$ cat src/uvr_consts.svh
// constants for the undervoltage reset and flag block
// assumes: included by the top module and by the bench
`ifndef UVR_CONSTS_SVH
`define UVR_CONSTS_SVH

// register offsets on the plain register port
`define UVR_OFS_THR 3'h0
`define UVR_OFS_WID 3'h1
`define UVR_OFS_FLG 3'h2
`define UVR_OFS_PRG 3'h3
`define UVR_OFS_STS 3'h4

// reset values
`define UVR_THR_POR 8'h66
`define UVR_WID_POR 2'h1

// valid trip level codes
`define UVR_CODE_1V70 8'h66
`define UVR_CODE_1V90 8'h55
`define UVR_CODE_2V55 8'h33
`define UVR_CODE_3V15 8'h99
`define UVR_CODE_3V80 8'haa

// flag bit positions
`define UVR_FLG_UV 2
`define UVR_FLG_THR 1
`define UVR_FLG_WDC 0

// key that resets the whole chip
`define UVR_PRG_KEY 8'h55

// low-width limits in low-speed periods
`define UVR_LIM_0 8'h08
`define UVR_LIM_1 8'h20
`define UVR_LIM_2 8'h40
`define UVR_LIM_3 8'h80

// soft reset delay in low-speed periods
`define UVR_SOFT_DELAY 16

`endif

$ cat src/uvr_pkg.sv
// types for the undervoltage reset and flag block
// assumes: uvr_consts.svh sits beside this file
package uvr_pkg;

  // operating mode, gray coded
  typedef enum logic [1:0] {
    uvr_mode_fast = 2'h0,
    uvr_mode_slow = 2'h1,
    uvr_mode_idle = 2'h3,
    uvr_mode_sleep = 2'h2
  } uvr_mode_type;

  // what a full reset asks of the rest of the chip
  typedef struct packed {
    logic pc_zero;
    logic int_off;
    logic wdt_tb_clear;
    logic timers_off;
    logic io_inputs;
    logic sp_top;
  } uvr_actions_type;

  // status register flags
  typedef struct packed {
    logic powerdown_flag;
    logic watchdog_timeout_flag;
  } uvr_status_type;

endpackage

$ cat src/uvr_top.sv
// undervoltage reset, threshold check and reset cause flags
// assumes: one clock, lso_tick one clk pulse per low-speed period,
// comparator and watchdog inputs synchronous to clk
//
// The address map and the plain strobed port were chosen for this implementation.
`timescale 1ns/10ps
`default_nettype none
`include "uvr_consts.svh"

module uvr_top
  import uvr_pkg::*;
#(
  parameter int SOFT_DELAY = `UVR_SOFT_DELAY
) (
  // clock and power-on reset
  input wire logic clk,
  input wire logic reset,
  // register port
  input wire logic [2:0] reg_addr,
  input wire logic [7:0] reg_wdata,
  input wire logic reg_wr,
  input wire logic reg_rd,
  output logic [7:0] reg_rdata,
  // analog side and low-speed oscillator
  input wire logic lso_tick,
  input wire logic vdd_low,
  output logic [7:0] trip_level_code,
  // watchdog and mode
  input wire uvr_mode_type mode,
  input wire logic wdt_timeout,
  input wire logic wdt_ctrl_bad,
  // reset outputs
  output logic chip_reset,
  output logic pc_sp_clear,
  output uvr_actions_type reset_actions,
  output uvr_status_type status_flags
);

  localparam logic [7:0] DLY_LAST = 8'(SOFT_DELAY - 1);

  logic [7:0] thr_reg, thr_next;
  logic [1:0] wid_reg, wid_next;
  logic [2:0] flg_reg, flg_next;
  uvr_status_type sts_reg, sts_next;
  logic [7:0] uv_cnt_reg, uv_cnt_next;
  logic [7:0] dly_cnt_reg, dly_cnt_next;
  logic dly_run_reg, dly_run_next;
  logic rst_reg, rst_next;
  logic pcs_reg, pcs_next;
  logic [7:0] rdata_reg, rdata_next;

  logic run_mode;
  logic thr_valid;
  logic [7:0] uv_limit;
  logic uv_fire;
  logic dly_done;
  logic prg_hit;
  logic wdt_run;
  logic wdt_low;

  function automatic logic code_ok(input logic [7:0] c);
    case (c)
      `UVR_CODE_1V70,
      `UVR_CODE_1V90,
      `UVR_CODE_2V55,
      `UVR_CODE_3V15,
      `UVR_CODE_3V80: code_ok = 1'b1;
      default: code_ok = 1'b0;
    endcase
  endfunction

  // event decode
  always_comb begin
    run_mode = (mode == uvr_mode_fast) || (mode == uvr_mode_slow);
    thr_valid = code_ok(thr_reg);
    case (wid_reg)
      2'h0: uv_limit = `UVR_LIM_0;
      2'h1: uv_limit = `UVR_LIM_1;
      2'h2: uv_limit = `UVR_LIM_2;
      default: uv_limit = `UVR_LIM_3;
    endcase
    // first tick lands mid-period, hence n-1..n periods
    uv_fire = run_mode && vdd_low && lso_tick &&
              (uv_cnt_reg == uv_limit - 8'h01);
    dly_done = dly_run_reg && lso_tick && (dly_cnt_reg == DLY_LAST) &&
               (!thr_valid || wdt_ctrl_bad);
    prg_hit = reg_wr && (reg_addr == `UVR_OFS_PRG) &&
              (reg_wdata == `UVR_PRG_KEY);
    wdt_run = wdt_timeout && run_mode;
    wdt_low = wdt_timeout && !run_mode;
  end

  // undervoltage width filter
  always_comb begin
    uv_cnt_next = uv_cnt_reg;
    if (!run_mode || !vdd_low || uv_fire) begin
      uv_cnt_next = 8'h00;
    end else if (lso_tick) begin
      uv_cnt_next = uv_cnt_reg + 8'h01;
    end
  end

  // soft reset delay, shared by both register faults
  always_comb begin
    dly_run_next = dly_run_reg;
    dly_cnt_next = dly_cnt_reg;
    if (dly_done || (dly_run_reg && thr_valid && !wdt_ctrl_bad)) begin
      // fault gone before the end: no stale reset on a later tick
      dly_run_next = 1'b0;
      dly_cnt_next = 8'h00;
    end else if (dly_run_reg) begin
      if (lso_tick) begin
        dly_cnt_next = dly_cnt_reg + 8'h01;
      end
    end else if (!thr_valid || wdt_ctrl_bad) begin
      dly_run_next = 1'b1;
      dly_cnt_next = 8'h00;
    end
  end

  // registers seen by software
  always_comb begin
    thr_next = thr_reg;
    wid_next = wid_reg;
    flg_next = flg_reg;
    sts_next = sts_reg;
    if (reg_wr && reg_addr == `UVR_OFS_THR) begin
      thr_next = reg_wdata;
    end
    if (reg_wr && reg_addr == `UVR_OFS_WID) begin
      wid_next = reg_wdata[1:0];
    end
    if (reg_wr && reg_addr == `UVR_OFS_FLG) begin
      flg_next = flg_reg & reg_wdata[2:0];
    end
    // undervoltage reset leaves thr and status alone
    if (dly_done && !thr_valid) begin
      thr_next = `UVR_THR_POR;
    end
    // sets placed after the clear so a same-cycle event wins
    if (uv_fire) begin
      flg_next[`UVR_FLG_UV] = 1'b1;
    end
    if (!thr_valid) begin
      flg_next[`UVR_FLG_THR] = 1'b1;
    end
    if (dly_done && wdt_ctrl_bad) begin
      flg_next[`UVR_FLG_WDC] = 1'b1;
    end
    if (wdt_run) begin
      sts_next.watchdog_timeout_flag = 1'b1;
    end
    if (wdt_low) begin
      sts_next.watchdog_timeout_flag = 1'b1;
      sts_next.powerdown_flag = 1'b1;
    end
  end

  // reset requests
  always_comb begin
    rst_next = uv_fire || dly_done || prg_hit || wdt_run;
    pcs_next = wdt_low;
  end

  // read data, one cycle after the strobe
  always_comb begin
    rdata_next = 8'h00;
    if (reg_rd) begin
      case (reg_addr)
        `UVR_OFS_THR: rdata_next = thr_reg;
        `UVR_OFS_WID: rdata_next = {6'h00, wid_reg};
        `UVR_OFS_FLG: rdata_next = {5'h00, flg_reg};
        `UVR_OFS_STS: rdata_next = {6'h00, sts_reg};
        default: rdata_next = 8'h00;
      endcase
    end
  end

  always_ff @(posedge clk) begin
    if (reset) begin
      thr_reg <= `UVR_THR_POR;
      wid_reg <= `UVR_WID_POR;
      // undervoltage flag is unknown at power-on; zero chosen
      flg_reg <= 3'h0;
      sts_reg <= '0;
      uv_cnt_reg <= 8'h00;
      dly_cnt_reg <= 8'h00;
      dly_run_reg <= 1'b0;
      rst_reg <= 1'b1;
      pcs_reg <= 1'b0;
      rdata_reg <= 8'h00;
    end else begin
      thr_reg <= thr_next;
      wid_reg <= wid_next;
      flg_reg <= flg_next;
      sts_reg <= sts_next;
      uv_cnt_reg <= uv_cnt_next;
      dly_cnt_reg <= dly_cnt_next;
      dly_run_reg <= dly_run_next;
      rst_reg <= rst_next;
      pcs_reg <= pcs_next;
      rdata_reg <= rdata_next;
    end
  end

  assign trip_level_code = thr_reg;
  assign chip_reset = rst_reg;
  assign pc_sp_clear = pcs_reg || rst_reg;
  assign reset_actions = {6{rst_reg}};
  assign status_flags = sts_reg;
  assign reg_rdata = rdata_reg;

  // checks
  property p_thr_write;
    @(posedge clk) disable iff (reset)
    reg_wr && reg_addr == `UVR_OFS_THR && !dly_done
    |=> trip_level_code == $past(reg_wdata);
  endproperty
  a_thr_write: assert property (p_thr_write)
    else $error("threshold write not taken");

  property p_bad_restore;
    @(posedge clk) disable iff (reset)
    dly_done && !thr_valid
    |=> chip_reset && thr_reg == `UVR_THR_POR;
  endproperty
  a_bad_restore: assert property (p_bad_restore)
    else $error("bad code not restored with reset");

  property p_uv_keep;
    @(posedge clk) disable iff (reset)
    uv_fire && thr_valid && !reg_wr |=> $stable(thr_reg);
  endproperty
  a_uv_keep: assert property (p_uv_keep)
    else $error("threshold changed by undervoltage reset");

  property p_uv_width;
    @(posedge clk) disable iff (reset)
    uv_fire |-> run_mode && vdd_low && uv_cnt_reg + 8'h01 ==
      (wid_reg == 2'h0 ? `UVR_LIM_0 : wid_reg == 2'h1 ? `UVR_LIM_1 :
      wid_reg == 2'h2 ? `UVR_LIM_2 : `UVR_LIM_3);
  endproperty
  a_uv_width: assert property (p_uv_width)
    else $error("undervoltage fired early");

  property p_wid_por;
    @(posedge clk) disable iff (reset)
    $fell(reset) |-> wid_reg == `UVR_WID_POR;
  endproperty
  a_wid_por: assert property (p_wid_por)
    else $error("width select reset value wrong");

  property p_wid_read;
    @(posedge clk) disable iff (reset)
    reg_rd && reg_addr == `UVR_OFS_WID
    |=> reg_rdata[7:2] == 6'h00 && reg_rdata[1:0] == $past(wid_reg);
  endproperty
  a_wid_read: assert property (p_wid_read)
    else $error("width read wrong");

  property p_uv_flag;
    @(posedge clk) disable iff (reset)
    uv_fire |=> chip_reset && flg_reg[`UVR_FLG_UV];
  endproperty
  a_uv_flag: assert property (p_uv_flag)
    else $error("undervoltage flag or reset missing");

  property p_thr_flag;
    @(posedge clk) disable iff (reset)
    !thr_valid |=> flg_reg[`UVR_FLG_THR];
  endproperty
  a_thr_flag: assert property (p_thr_flag)
    else $error("threshold fault flag missing");

  property p_prg_key;
    @(posedge clk) disable iff (reset)
    reg_wr && reg_addr == `UVR_OFS_PRG &&
    reg_wdata == `UVR_PRG_KEY |=> chip_reset;
  endproperty
  a_prg_key: assert property (p_prg_key)
    else $error("key write did not reset");

  property p_wdt_run;
    @(posedge clk) disable iff (reset)
    wdt_run |=> chip_reset && status_flags.watchdog_timeout_flag;
  endproperty
  a_wdt_run: assert property (p_wdt_run)
    else $error("run watchdog timeout handled wrong");

  property p_wdt_low;
    @(posedge clk) disable iff (reset)
    wdt_low && !uv_fire && !dly_done && !prg_hit
    |=> pc_sp_clear && !chip_reset && status_flags == 2'h3;
  endproperty
  a_wdt_low: assert property (p_wdt_low)
    else $error("sleep watchdog timeout handled wrong");

  property p_flg_read;
    @(posedge clk) disable iff (reset)
    reg_rd && reg_addr == `UVR_OFS_FLG |=> reg_rdata[7:3] == 5'h00;
  endproperty
  a_flg_read: assert property (p_flg_read)
    else $error("flag upper bits not zero");

  property p_uv_off;
    @(posedge clk) disable iff (reset)
    !run_mode |=> uv_cnt_reg == 8'h00;
  endproperty
  a_uv_off: assert property (p_uv_off)
    else $error("undervoltage counting while halted");

  c_uv_fire: cover property (@(posedge clk) disable iff (reset) uv_fire);
  c_soft_reset: cover property (@(posedge clk) disable iff (reset)
    dly_done && !thr_valid);
  c_prg_reset: cover property (@(posedge clk) disable iff (reset) prg_hit);
  c_wdt_low: cover property (@(posedge clk) disable iff (reset) wdt_low);

endmodule

`default_nettype wire

$ cat config.mk
export PLATFORM = sky130hd
export DESIGN_NAME = uvr_top
export DESIGN_NICKNAME = d
export VERILOG_FILES = /design/src/uvr_pkg.sv /design/src/uvr_top.sv
export VERILOG_INCLUDE_DIRS = /design/src /design/src/src
export SDC_FILE = /design/constraint.sdc
export NUM_CORES = 1
export LEC_CHECK = 0
export ABC_AREA = 0
export BUFFER_PORTS_ARGS = -buffer_cell sky130_fd_sc_hd__buf_2
export CAP_MARGIN = 15
export CORE_ASPECT_RATIO = 0.7
export CORE_UTILIZATION = 35
export CTS_BUF_LIST = sky130_fd_sc_hd__clkbuf_4 sky130_fd_sc_hd__clkbuf_8
export CTS_CLUSTER_DIAMETER = 100
export DETAILED_ROUTE_END_ITERATION = 8
export GPL_TIMING_DRIVEN = 0
export PLACE_DENSITY_LB_ADDON = 0.12
export SLEW_MARGIN = 5
export SYNTH_ARGS = -nofsm -noshare
export SYNTH_HDL_FRONTEND = slang
export SYNTH_SLANG_ARGS = --single-unit
$ cat constraint.sdc
create_clock -name clk -period 2.5 [get_ports clk]
set_input_delay 0.5 -clock clk [delete_from_list [all_inputs] [get_ports clk]]
set_output_delay 0.5 -clock clk [all_outputs]
set_load 0.005 [all_outputs]
==> flow_summary.json, run 1 <==
{
  "status": "finished clean",
  "synth-adder-area-share_pct": 1.27,
  "synth_mux_area_share_pct": 3.06,
  "crit_end": "chip_reset",
  "worst-slew-pin-transition_ps": 825,
  "hold_path_class": "in -> reg",
  "finalCriticalPeriod_ps": 2090,
  "r2r-start": "trip_level_code[2]",
  "synth-seq-cells": 42,
  "cap_violations": 0,
  "rsz0062_at_grt": "false",
  "numClockSinks": 42,
  "place.gp.congestion": 0.761,
  "cts_setup_buffers": 0,
  "power_density_nw_per_um2": 557,
  "yosysUniqueCellTypes": 47,
  "relSlewSlack_pct": 44.5,
  "cp.arrival_ps": 2220,
  "synth_simple_gate_area_share_pct": 30.8,
  "dpl.hpwl_mm": 3.42,
  "ant_nets": 0,
  "vdd_drop_max_mv": 0.226,
  "finalSetupTns_ps": 0,
  "die_h_um": 64.7,
  "syn_nets": 249,
  "synthCells": 226,
  "cpMaxStageDelayCell": "nor4bb_1",
  "critPathRequiredTime_ps": 2630,
  "cts_buffer_depth": 2,
  "finalInstanceArea_um2": 2370,
  "grt-ovfl-total": 0,
  "antenna_found_initial": 0,
  "wl_met2_mm": 1.77,
  "synth_xor_area_share_pct": 3.12,
  "cts_made_buffers": 5,
  "reg2reg_depth": 5,
  "top_layer_used": "met4",
  "hold_viol_final": 0,
  "remaining_drc_errors": 0,
  "ys_warn_count": 0,
  "multi_input_area_um2": 1050,
  "cts_tree": "built",
  "post_drt_via_cell_ratio": 5.03,
  "grt_use_total_pct": 16.7,
  "avgSynthCellArea_um2": 8.69,
  "final_nets": 298,
  "startpoint_type": "flip-flop",
  "p_leak_uw": 0.000940,
  "path_clk_slew_ps": 80,
  "grt_pass1_wl_mm": 7.56,
  "io_pins": 47,
  "drt_iter0_drc": 101,
  "period_share_pct": 83.6,
  "clock_latency_ps": 300,
  "worstSetupPathType": "reg -> reg",
  "die_area_um2": 5920,
  "fmax_mhz": 479,
  "area.growth.synth_to_final_pct": 20.4,
  "regToRegSetupSlack_ps": 410,
  "grt_pass1_vias": 1464,
  "crit_start": "trip_level_code[2]",
  "max_stage_delay_ps": 490,
  "core_um2": 5310,
  "rr_endpoint": "chip_reset",
  "seq_area_um2": 841,
  "antenna_cells": 0,
  "grt_start_max_net_pins": 14,
  "initial_core_util_pct": 37.0,
  "cts_root_buf": "clkbuf_8",
  "layout-drive-gt1-share_pct": 25.0,
  "cts_max_level": 2,
  "cp_cell_sequence": "nor4bb_1, o22ai_4, and2_1, a21oi_1, nand4_1",
  "wl_met3_um": 213,
  "n_fill_cell": 546,
  "row_count": 22,
  "port_buffers": 42,
  "placed_cell_area_um2": 2260,
  "finalWirelength_mm": 4.64,
  "setup_viol_count_final": 0,
  "via_count": 1751,
  "syn-cell-area_um2": 1960,
  "seq_area_frac_synth_pct": 42.8,
  "drv_slew": 0,
  "ctsResizeCount": 0,
  "m1WireLength_mm": 2.60,
  "ctsHoldBuffers": 0,
  "synth_compound_area_share_pct": 15.2,
  "fin_worst_skew_ps": 8.64,
  "path_max_fanout": 6,
  "die_width_um": 91.5,
  "cp-end-kind": "flip-flop",
  "synth_top_family_by_area": "simple AND/OR/NAND/NOR gates",
  "routedWlPerCell_um": 13.3,
  "dr.pass1.iters": 4
}
## cells in the mapped netlist, drive strengths merged
library cell | n | area share [%]
xnor2 | 3 | 1.3
o22ai | 1 | 1.0
nand2b | 6 | 1.9
or3 | 1 | 0.32
xor2 | 4 | 1.8
a32o | 1 | 0.51
nor2b | 3 | 0.96
a41oi | 1 | 0.45
a211o | 1 | 0.45
nor4bb | 1 | 0.51
or4b | 2 | 1.2
nand4b | 3 | 1.3
a211oi | 1 | 0.64
nand3b | 1 | 0.38
nand4 | 6 | 1.9
mux2i | 6 | 3.1
a21oi | 21 | 5.9
o31a | 1 | 0.45
nor3 | 5 | 1.5
a21boi | 1 | 0.38
and3 | 2 | 0.64
buf | 6 | 2.3
clkbuf | 6 | 1.1
or2 | 3 | 0.96
nor3b | 2 | 0.76
o31ai | 1 | 0.38
o21ai | 8 | 2.0
nor4 | 2 | 0.64
o211ai | 1 | 0.38
nand2 | 29 | 5.5
nand3 | 9 | 2.3
and4bb | 3 | 1.9
ha | 2 | 1.3
and4 | 1 | 0.45
and2 | 6 | 1.9
a311oi | 2 | 0.89
o21bai | 1 | 0.38
inv | 2 | 0.38
a2bb2oi | 2 | 0.89
dfxtp | 42 | 43
or4 | 2 | 0.76
nor4b | 1 | 0.45
nor2 | 23 | 4.4
a21o | 1 | 0.38
## metal layers
metal  up-vias  track usage, %
met5         -               0
met4         0            5.95
met3         5            3.87
met2        46            22.4
met1       799            25.4
li1        901               -
## worst max-delay path: cells and delay by family, from the launching register on
family          cells  cell delay (ps)
flops               1              480
simple gates        3              910
compound gates      2              540
## cell type report
| class | count | area share (%) |
|---|---|---|
| Buffer | 12 | 2.86 |
| Timing Repair Buffer | 42 | 8.88 |
| Multi-Input combinational cell | 170 | 44.6 |
| Tap cell | 72 | 3.81 |
| Sequential cell | 42 | 35.5 |
| Clock buffer | 6 | 3.49 |
| Clock inverter | 2 | 0.529 |
| Inverter | 2 | 0.317 |
## through the flow
step	util [%]	setup WS, ps	hold WS, ps	instances	power [µW]
2_1_floorplan	-	720	452	226	811
5_1_grt	44.5	114	434	348	1390
3_3_place_gp	42.6	293	472	340	871
6_report	44.5	411	438	348	1320
4_1_cts	44.4	376	422	348	1330
3_5_place_dp	42.6	328	475	340	872
## worst min-delay path by stage
stage	startpoint	end	slack, ps	depth (start not counted)
after floorplan	dly_cnt_reg[7]	dly_cnt_reg[7]	450	2
after global placement	flg_reg[2]	flg_reg[2]	470	2
after detailed placement	flg_reg[0]	flg_reg[0]	470	2
after CTS	reg_wdata[5]	trip_level_code[5]	420	3
after global routing	reg_wdata[5]	trip_level_code[5]	430	3
final	reg_wdata[5]	trip_level_code[5]	440	3
## layout by cell type (no fill, tap or decap), types with 4 or more instances in the layout
| master | n |
|---|---|
| dfxtp_1 | 42 |
| buf_2 | 42 |
| nand2_1 | 29 |
| nor2_1 | 23 |
| a21oi_1 | 20 |
| nand3_1 | 9 |
| o21ai_0 | 8 |
| nand4_1 | 6 |
| and2_1 | 6 |
| clkbuf_1 | 6 |
| nand2b_1 | 6 |
| mux2i_1 | 6 |
| buf_4 | 6 |
| clkbuf_8 | 6 |
| nor3_1 | 4 |
| xor2_1 | 4 |
## power by group
| part | leakage (µW) | switching (µW) | internal (µW) | total (µW) |
|---|---|---|---|---|
| registers | 0.000341 | 17.3 | 684 | 702 |
| logic | 0.000552 | 84.9 | 70.4 | 155 |
| clock network | 0.0000472 | 238 | 222 | 460 |
| total | 0.000940 | 340 | 977 | 1320 |
## cell families (layout without fill, tap and decap cells)
group	count (synthesis)	after routing
and+or+nand+nor	111	111
AOI/OAI and AO/OA	44	44
DFF	42	42
buffers and inverters	14	64
xor gates and xnor gates	7	7
muxes	6	6
adders and majority gates	2	2
(Power assumes the default switching activity.)
==> inputs of run 2 (changes only) <==
clock period = 2.02 ns   (was 2.5 ns; I/O delays follow)
==> run 2 against run 1 <==
Global-route usage up 0.051 points. First-iteration DRC count down 14%. Total power increased by 25%. Non-clock buffer count rose by 1.
==> flow_summary.json, run 2 (same netlist as run 1, synthesis figures left out) <==
{
  "cts_max_level": 2,
  "critPathRequiredTime_ps": 2200,
  "worst-slew-pin-transition_ps": 830,
  "final_nets": 299,
  "worstSetupPathType": "reg -> reg",
  "finalCriticalPeriod_ps": 1880,
  "instances_no_fill": 349,
  "status": "finished clean",
  "cp-end-kind": "flip-flop",
  "cts_made_buffers": 5,
  "port_buffers": 42,
  "path_max_fanout": 6,
  "cts_root_buf": "clkbuf_8",
  "grt_pass1_wl_mm": 7.59,
  "layout-drive-gt1-share_pct": 27.4,
  "fmax_mhz": 531,
  "hold_path_class": "in -> reg",
  "core_um2": 5310,
  "drv_slew": 0,
  "startpoint_type": "flip-flop",
  "clock_latency_ps": 300,
  "path_clk_slew_ps": 80,
  "relSlewSlack_pct": 44.2,
  "period_share_pct": 93.2,
  "final_cell_mix": "buf_2 (42), dfxtp_1 (39), nand2_1 (29), nor2_1 (23), a21oi_1 (19)",
  "cts_buffer_depth": 2,
  "finalPower_uw": 1650,
  "layout_commonest_cell": "buf_2",
  "ant_nets": 0,
  "power_density_nw_per_um2": 681,
  "cp.arrival_ps": 2060,
  "p_leak_uw": 0.000957,
  "post_drt_via_cell_ratio": 5.03,
  "drt_iter0_drc": 87,
  "rsz0062_at_grt": "false",
  "cap_violations": 0,
  "fin_worst_skew_ps": 7.75,
  "place.gp.congestion": 0.761,
  "dp.cells": 340,
  "via_count": 1756,
  "grt_pass1_vias": 1481,
  "area.growth.synth_to_final_pct": 23.4,
  "routedWlPerCell_um": 13.3,
  "vdd_drop_max_mv": 0.287,
  "row_count": 22,
  "cts_tree": "built",
  "die_width_um": 91.5,
  "grt-ovfl-total": 0,
  "grt_start_max_net_pins": 14,
  "finalWirelength_mm": 4.65,
  "io_pins": 47,
  "whs_ps": 340,
  "grt_use_total_pct": 16.8,
  "numClockSinks": 42,
  "die_area_um2": 5920,
  "placed_cell_area_um2": 2260,
  "finalInstanceArea_um2": 2420,
  "setup_viol_count_final": 0,
  "die_h_um": 64.7,
  "hold_viol_final": 0,
  "dr.pass1.iters": 4,
  "remaining_drc_errors": 0,
  "dpl.hpwl_mm": 3.42,
  "antenna_cells": 0,
  "antenna_found_initial": 0,
  "initial_core_util_pct": 37.0
}
-- run 2: where the power goes --
part | switching, µW | total, µW | leakage, µW | internal, µW
Combinational | 112 | 210 | 0.000568 | 98.6
Sequential | 22.6 | 870 | 0.000342 | 847
Clock | 294 | 569 | 0.0000472 | 275
Total | 429 | 1650 | 0.000957 | 1220
-- run 2: worst max-delay path, stage by stage, from the launching register on --
cell and delay (ps):
dfxtp_1 420, nand4_1 100, or4b_4 570, a21oi_4 260, mux2i_4 350, a311oi_1 70
-- run 2: per-stage QoR --
stage	setup WS [ps]	setup TNS, ps	util [%]
after floorplan	240	0	-
after global placement	-91.3	-680	42.6
after detailed placement	-102	-611	42.6
after CTS	9.61	0	44.6
after global routing	1.40	0	45.6
final	138	0	45.6
-- run 2: path summary, 6_finish.rpt --
kind / start / endpoint / slack [ps] / cells past startpoint
worst max-delay path: trip_level_code[5] / dly_cnt_reg[3] / 140 / 5
worst min-delay path: reg_wdata[5] / trip_level_code[5] / 340 / 3
worst max register to register: trip_level_code[5] / dly_cnt_reg[3] / 140 / 5
worst min register to register: flg_reg[2] / flg_reg[2] / 490 / 2
-- run 2: timing repair --
item,4_1_cts,5_1_grt
buffers inserted,0,1
endpoints found under the setup margin,7,13
gates resized for setup,2,8
pin swaps,0,1
hold buffers,0,0
gates cloned,0,0
-- run 2: metal layers --
metal	track usage, %	share of wire, %	up-vias	wire, µm
met5	0	0	-	0
met4	5.95	1.2	0	57
met3	3.87	4.1	5	190
met2	22.7	38	41	1780
met1	25.4	56	806	2620
li1	-	-	904	-
-- run 2: layout make-up --
class	count	area, µm²
Multi-Input combinational cell	170	1100
Inverter	2	7.51
Timing Repair Buffer	43	218
Clock buffer	6	82.6
Buffer	12	67.6
Sequential cell	42	845
Fill cell	541	2890
Clock inverter	2	12.5
Tap cell	72	90.1
